==> src/logic/aab_pkg.sv <==
// shared constants and types for the accumulator and burst power control
package aab_pkg;
  // register addresses and pages
  localparam logic [7:0] ADDR_ACC_CFG  = 8'hBA;
  localparam logic [7:0] ADDR_PWR_TIME = 8'hBA;
  localparam logic [7:0] ADDR_RES_HI   = 8'hBE;
  localparam logic [7:0] ADDR_RES_LO   = 8'hBD;
  localparam logic [3:0] PAGE_MAIN     = 4'h0;
  localparam logic [3:0] PAGE_ALT      = 4'hF;
  // reset values
  localparam logic [7:0]  ACC_CFG_RST  = 8'h00;
  localparam logic [7:0]  PWR_TIME_RST = 8'h0F;
  localparam logic [15:0] ACC_RST      = 16'h0000;
  // field positions
  localparam int TWELVE_BIT = 7;
  localparam int ACC_EN     = 6;
  localparam int SJ_HI      = 5;
  localparam int SJ_LO      = 3;
  localparam int RPT_HI     = 2;
  localparam int RPT_LO     = 0;
  localparam int LPM_BIT    = 7;
  localparam int PWR_HI     = 3;
  localparam int PWR_LO     = 0;
  localparam logic [7:0] PWR_WR_MASK = 8'h8F;
  localparam logic [7:0] CFG_RD_MASK = 8'hBF;
  // shift, justify and repeat codes
  localparam logic [2:0] SJ_LEFT    = 3'h4;
  localparam logic [2:0] SJ_MAX_RT  = 3'h3;
  localparam logic [2:0] RPT_MAX    = 3'h5;
  localparam logic [3:0] LJ_SHIFT12 = 4'h4;
  localparam logic [3:0] LJ_SHIFT10 = 4'h6;
  // power-up timing
  localparam int CLK_PERIOD_NS = 8;
  localparam int PWR_STEP_NS   = 400;
  localparam int PWR_STEP_CYC  =
    (PWR_STEP_NS + CLK_PERIOD_NS - 1) / CLK_PERIOD_NS;
  localparam logic [5:0] STEP_LAST = 6'(PWR_STEP_CYC - 1);

  typedef enum logic [1:0] {
    ST_IDLE,
    ST_PWRUP,
    ST_CONV
  } aab_state_t;

  typedef struct packed {
    logic       wrEn;
    logic       rdEn;
    logic [3:0] page;
    logic [7:0] addr;
    logic [7:0] wdata;
  } aab_sfr_req_t;

  typedef struct packed {
    logic        done;
    logic [11:0] data;
  } aab_conv_res_t;
endpackage

==> src/logic/aab_burst_ctrl.sv <==
// accumulator, result formatting and burst power-up sequencing
`timescale 1ns/100ps
module aab_burst_ctrl (
  input  wire logic                   clk,
  input  wire logic                   sys_rst,
  input  wire aab_pkg::aab_sfr_req_t  sfrReq,
  output logic      [7:0]             sfrRdata,
  input  wire logic                   burstModeEnable,
  input  wire logic                   converterEnable,
  input  wire logic                   socPulse,
  input  wire aab_pkg::aab_conv_res_t convRes,
  output logic                        convStart,
  output logic                        firstOfBurst,
  output logic                        convPowered,
  output logic                        lowPowerModeEnable,
  output logic                        twelveBitModeEnable
);
  typedef struct packed {
    aab_pkg::aab_state_t state;
    logic [7:0]          accCfg;
    logic [7:0]          pwrTime;
    logic [15:0]         acc;
    logic [7:0]          rdata;
    logic [5:0]          tick;
    logic [3:0]          pwrCnt;
    logic [6:0]          convLeft;
    logic                convStart;
    logic                first;
    logic                powered;
  } aab_ctrl_state_t;

  aab_ctrl_state_t st_ff;
  aab_ctrl_state_t nxt_st;
  logic [15:0]     fmtWord;
  logic [2:0]      rptCode;
  logic [6:0]      rptNum;
  logic            cfgHit;
  logic            pwrHit;
  logic            hiHit;
  logic            loHit;
  logic            accLoad;

  aab_result_fmt u_fmt (
    .accWord   (st_ff.acc),
    .sjSel     (st_ff.accCfg[aab_pkg::SJ_HI:aab_pkg::SJ_LO]),
    .twelveBit (st_ff.accCfg[aab_pkg::TWELVE_BIT]),
    .fmtWord   (fmtWord)
  );

  always_comb begin
    cfgHit = sfrReq.page == aab_pkg::PAGE_MAIN &&
             sfrReq.addr == aab_pkg::ADDR_ACC_CFG;
    pwrHit = sfrReq.page == aab_pkg::PAGE_ALT &&
             sfrReq.addr == aab_pkg::ADDR_PWR_TIME;
    hiHit  = sfrReq.page == aab_pkg::PAGE_MAIN &&
             sfrReq.addr == aab_pkg::ADDR_RES_HI;
    loHit  = sfrReq.page == aab_pkg::PAGE_MAIN &&
             sfrReq.addr == aab_pkg::ADDR_RES_LO;
    rptCode = st_ff.accCfg[aab_pkg::RPT_HI:aab_pkg::RPT_LO];
    if (rptCode == 3'h0 || rptCode > aab_pkg::RPT_MAX) begin
      rptNum = 7'h01;
    end else begin
      rptNum = 7'(7'h01 << (rptCode + 3'h1));
    end
    // load or add, burst loads its first sample
    accLoad = burstModeEnable ? st_ff.first
                              : !st_ff.accCfg[aab_pkg::ACC_EN];
  end

  always_comb begin
    nxt_st = st_ff;
    nxt_st.convStart = 1'b0;
    if (sfrReq.wrEn && cfgHit) begin
      nxt_st.accCfg = sfrReq.wdata;
    end
    if (sfrReq.wrEn && pwrHit) begin
      nxt_st.pwrTime = sfrReq.wdata & aab_pkg::PWR_WR_MASK;
    end
    if (sfrReq.rdEn) begin
      if (cfgHit) begin
        nxt_st.rdata = st_ff.accCfg & aab_pkg::CFG_RD_MASK;
      end else if (pwrHit) begin
        nxt_st.rdata = st_ff.pwrTime;
      end else if (hiHit) begin
        nxt_st.rdata = fmtWord[15:8];
      end else if (loHit) begin
        nxt_st.rdata = fmtWord[7:0];
      end else begin
        nxt_st.rdata = 8'h00;
      end
    end
    case (st_ff.state)
      aab_pkg::ST_IDLE: begin
        if (socPulse) begin
          if (burstModeEnable) begin
            nxt_st.first = 1'b1;
            nxt_st.convLeft = rptNum;
            if (converterEnable || st_ff.powered) begin
              nxt_st.state = aab_pkg::ST_CONV;
              nxt_st.convStart = 1'b1;
            end else begin
              nxt_st.state = aab_pkg::ST_PWRUP;
              nxt_st.tick = 6'h00;
              nxt_st.pwrCnt = 4'h0;
            end
          end else if (converterEnable) begin
            nxt_st.first = 1'b0;
            nxt_st.convLeft = 7'h01;
            nxt_st.state = aab_pkg::ST_CONV;
            nxt_st.convStart = 1'b1;
          end
        end
      end
      aab_pkg::ST_PWRUP: begin
        if (st_ff.tick == aab_pkg::STEP_LAST) begin
          nxt_st.tick = 6'h00;
          nxt_st.pwrCnt = st_ff.pwrCnt + 4'h1;
          if (st_ff.pwrCnt ==
              st_ff.pwrTime[aab_pkg::PWR_HI:aab_pkg::PWR_LO]) begin
            nxt_st.state = aab_pkg::ST_CONV;
            nxt_st.convStart = 1'b1;
          end
        end else begin
          nxt_st.tick = st_ff.tick + 6'h01;
        end
      end
      aab_pkg::ST_CONV: begin
        if (convRes.done) begin
          nxt_st.first = 1'b0;
          nxt_st.acc = accLoad ? {4'h0, convRes.data}
                               : st_ff.acc + {4'h0, convRes.data};
          nxt_st.convLeft = st_ff.convLeft - 7'h01;
          if (st_ff.convLeft > 7'h01) begin
            nxt_st.convStart = 1'b1;
          end else begin
            nxt_st.state = aab_pkg::ST_IDLE;
          end
        end
      end
      default: begin
        nxt_st.state = aab_pkg::ST_IDLE;
      end
    endcase
    if (sfrReq.wrEn && hiHit) begin
      nxt_st.acc[15:8] = sfrReq.wdata;
    end
    if (sfrReq.wrEn && loHit) begin
      nxt_st.acc[7:0] = sfrReq.wdata;
    end
    nxt_st.powered = burstModeEnable
      ? (converterEnable || nxt_st.state != aab_pkg::ST_IDLE)
      : converterEnable;
  end

  always_ff @(posedge clk) begin
    if (sys_rst) begin
      st_ff <= '{state: aab_pkg::ST_IDLE, accCfg: aab_pkg::ACC_CFG_RST,
                 pwrTime: aab_pkg::PWR_TIME_RST, acc: aab_pkg::ACC_RST,
                 rdata: 8'h00, tick: 6'h00, pwrCnt: 4'h0,
                 convLeft: 7'h00, convStart: 1'b0, first: 1'b0,
                 powered: 1'b0};
    end else begin
      st_ff <= nxt_st;
    end
  end

  assign sfrRdata            = st_ff.rdata;
  assign convStart           = st_ff.convStart;
  assign firstOfBurst        = st_ff.first;
  assign convPowered         = st_ff.powered;
  assign lowPowerModeEnable  = st_ff.pwrTime[aab_pkg::LPM_BIT];
  assign twelveBitModeEnable = st_ff.accCfg[aab_pkg::TWELVE_BIT];

  // power-up dwell counter for checking
  logic [10:0] puCycles_ff;
  always_ff @(posedge clk) begin
    if (sys_rst || st_ff.state != aab_pkg::ST_PWRUP) begin
      puCycles_ff <= 11'h000;
    end else begin
      puCycles_ff <= puCycles_ff + 11'h001;
    end
  end
endmodule // aab_burst_ctrl

==> src/logic/aab_result_fmt.sv <==
// shift and justify formatter for the 16-bit accumulator read path
`timescale 1ns/100ps
module aab_result_fmt (
  input  wire logic [15:0] accWord,
  input  wire logic [2:0]  sjSel,
  input  wire logic        twelveBit,
  output logic      [15:0] fmtWord
);
  always_comb begin
    if (sjSel <= aab_pkg::SJ_MAX_RT) begin
      fmtWord = accWord >> sjSel;
    end else if (sjSel == aab_pkg::SJ_LEFT) begin
      fmtWord = accWord << (twelveBit ? aab_pkg::LJ_SHIFT12
                                      : aab_pkg::LJ_SHIFT10);
    end else begin
      fmtWord = accWord;
    end
  end
endmodule // aab_result_fmt

==> config.mk <==
export PLATFORM = sky130hd
export DESIGN_NAME = aab_burst_ctrl
export DESIGN_NICKNAME = d
export VERILOG_FILES = /design/src/logic/aab_pkg.sv /design/src/logic/aab_burst_ctrl.sv /design/src/logic/aab_result_fmt.sv
export SDC_FILE = /design/constraint.sdc
export NUM_CORES = 1
export LEC_CHECK = 0
export BUFFER_PORTS_ARGS = -buffer_cell sky130_fd_sc_hd__buf_2
export CORE_ASPECT_RATIO = 0.9
export CORE_MARGIN = 10
export CORE_UTILIZATION = 40
export DETAILED_ROUTE_END_ITERATION = 12
export SYNTH_ARGS = -nofsm -noshare
export SYNTH_HDL_FRONTEND = slang
export SYNTH_HIERARCHICAL = 1
export SYNTH_SLANG_ARGS = --single-unit
==> constraint.sdc <==
create_clock -name clk -period 2.4 [get_ports clk]
set_input_delay 0.24 -clock clk [delete_from_list [all_inputs] [get_ports clk]]
set_output_delay 0.24 -clock clk [all_outputs]
set_load 0.05 [all_outputs]
==> impl_metrics.toml <==
[status]
status = "finished clean"

[cts]
cts-root-buf = "clkbuf_16"
ctsHoldBuffers = 0
cts.sinks = 59
cts-buffers-inserted = 9
path_clk_slew_ps = 60
cts_buffer_depth = 2
cts_tree = "done"
htree_levels = 3
clkLatencyLatePin_ps = 330

[worst_setup_path]
r2r_setup_slack_ps = 100
cpMaxStageDelayCell = "or4_1"
rr_endpoint = "st_ff[38]"
critPathTopFamily = "simple AND/OR/NAND/NOR gates"
reg2reg_from = "st_ff[28]"
path_max_fanout = 4
crit_required_ps = 2660
crit_buf_inv = 1
end_kind = "flip-flop"
crit_path_cell_trace = "ha_1 -> inv_1 -> fa_2 -> nor2b_4 -> o21bai_1 -> and4_1 -> nor3_2 -> xnor2_1 -> or4_1 -> a21oi_1"
slowest_delay_ps = 460
worst_r2r_path_depth = 10
cp-start-kind = "flip-flop"
cp.arrival_ps = 2560
crit_type = "flip-flop to flip-flop"

[synth]
yosysUniqueCellTypes = 67
synth-edff-count = 0
ys_seq_elements = 59
async_flop_share_pct = 0
avgSynthCellArea_um2 = 7.69
ys_warn_count = 6
netlist_area_um2 = 4590
synthFlopType = "dfxtp_1"
syn_inst = 597
yosysSeqAreaShare_pct = 25.7
synth_fp_nets = 655

[timing]
tightest_slew_ps = 773
final.period_utilization_pct = 95.7
rsz0062_at_grt = "true"
whs_ps = 193
slew_viol_final = 0
setup_slack_ps = 103
hold_viol_final = 0
clock_skew_ps = 9.10
fin_setup_tns_ps = 0
maxSlewHeadroom_pct = 48.3
maxClockFrequency_ghz = 0.435
setup_viol = 0
period_needed_ps = 2300

[route]
drt-initial-drc-count = 382
wl_met3_um = 900
met2_length_um = 6060
highest_layer = "met4"
wl_per_cell_um = 16.6
drtPass1Iterations = 5
totalWireLength_um = 13500
wl_met1_um = 6320
routed-via-count = 4663
antenna_left = 0
drc = 0
viasPerCell = 5.76

[floorplan]
start_util_pct = 40.5
rows = 37
die_w_um = 133
die-height_um = 122
ios = 53
core_um2 = 11300
die_area_um2 = 16200

[layout]
drive_gt1_share_pct = 20.2
antennaDiodeCount = 0
fin_nets = 706
fin_cells = 809
utilization_pct = 47.1
finalInstanceArea_um2 = 5340
area_growth_pct = 16.4

[placed_design]
hpwl_um = 10300
place_inst = 793
dpl-instance-area_um2 = 5040
globalplace.congestion = 0.938
dp_slack_ps = -149
portBuffers = 52

[global_route]
grt_pass1_wl_um = 22400
grt_pass1_vias = 4402
track_usage_pct = 16.5
grt_max_degree = 36
grt_overflow = 0
antenna_found_initial = 0

[pwr]
fin_total_pwr_mw = 2.66
vdd_ir_drop_max_uv = 285
p_leak_nw = 2.11
powerDensity_nw_per_um2 = 497

[hold_path]
min_delay_path_depth = 3
hold_start = "sfrReq[5]"
hold_class = "input pin to flip-flop"
whs_endpoint = "st_ff[57]"

[run]
max-cap-violations = 0
[routing by layer]
metal	global-route usage [%]	up-vias
li1	-	2311
met2	26.0	149
met1	22.3	2189
met5	0	-
met4	4.67	0
met3	3.62	14
[worst register-to-register path: stages, from the launching register on]
cell      delay (ps)
dfxtp_1          330
ha_1             170
inv_1             60
fa_2             370
nor2b_4          170
o21bai_1         110
and4_1           200
nor3_2           150
xnor2_1           80
or4_1            460
a21oi_1          150
[where the power goes]
part           switching, mW  internal, mW
logic                  0.281         0.187
registers             0.0291          1.01
clock network          0.464         0.688
total                  0.774          1.88
[area by class of cell]
class / count / area, um2
Fill cell: 1140 / 6000
Multi-Input combinational cell: 483 / 3170
Sequential cell: 59 / 1180
Timing Repair Buffer: 81 / 478
Clock buffer: 10 / 229
Tap cell: 156 / 195
Inverter: 14 / 52.6
Clock inverter: 6 / 32.5
[cell usage after synthesis (12+ instances only)]
cell type	n	share of area, %
a21oi_1	59	6.4
o22ai_1	13	1.8
nand3_1	18	2.0
nand4_1	14	1.9
o21ai_0	30	3.3
nand2b_1	16	2.2
nor3_1	16	1.7
nand2_1	56	4.6
inv_1	13	1.1
dfxtp_1	59	26
clkbuf_1	22	1.8
nor2_1	64	5.2
mux2i_1	21	4.6
mux2_2	17	4.2
ha_1	17	4.6
xor2_1	12	2.3
[worst max path at each step]
| stage | to | depth (start not counted) | slack, ps | start |
|---|---|---|---|---|
| 6_report | st_ff[38] | 10 | 100 | st_ff[28] |
| 2_1_floorplan | st_ff[38] | 10 | 80 | st_ff[28] |
| 4_1_cts | st_ff[38] | 10 | 40 | st_ff[28] |
| 3_5_place_dp | st_ff[38] | 11 | -150 | convRes[0] |
| 5_1_grt | st_ff[38] | 10 | -20 | st_ff[28] |
| 3_3_place_gp | st_ff[38] | 11 | -80 | convRes[0] |
[cell families (layout without fill, tap and decap cells)]
group | Yosys count | after routing | share of synthesized area [%]
AND/OR/NAND/NOR | 228 | 228 | 24.9
AO/OA/AOI/OAI | 173 | 173 | 24.2
flip-flops | 59 | 59 | 25.7
buffers and inverters | 55 | 111 | 5.89
multiplexers | 40 | 40 | 9.57
adder cells (fa/ha/maj) | 22 | 22 | 5.94
XOR/XNOR | 20 | 20 | 3.82
[cells in the final DEF (no fill, tap or decap), types with 10 or more instances in the layout]
master	n
o21ai_0	30
a21oi_1	57
nor3_1	15
o22ai_1	13
ha_1	17
nand2_1	56
nand4_1	14
xor2_1	12
nand2b_1	16
nor2_1	64
buf_4	29
buf_2	52
nand3_1	17
dfxtp_1	59
o211ai_1	11
nor2b_1	10
inv_1	13
mux2i_1	21
mux2_2	17
[flip-flops by register name, summed over array words and instances (netlist names)]
signal,count
firstOfBurst,1
rptCode,3
st_ff,43
lowPowerModeEnable,1
sfrRdata,8
convPowered,1
twelveBitModeEnable,1
convStart,1
[repair_timing]
action,in CTS,in global routing
setup endpoints to repair,2,4
buffers inserted,0,0
resized for setup,2,6
pin swaps,1,0
Power figures use the tool's default switching activity.
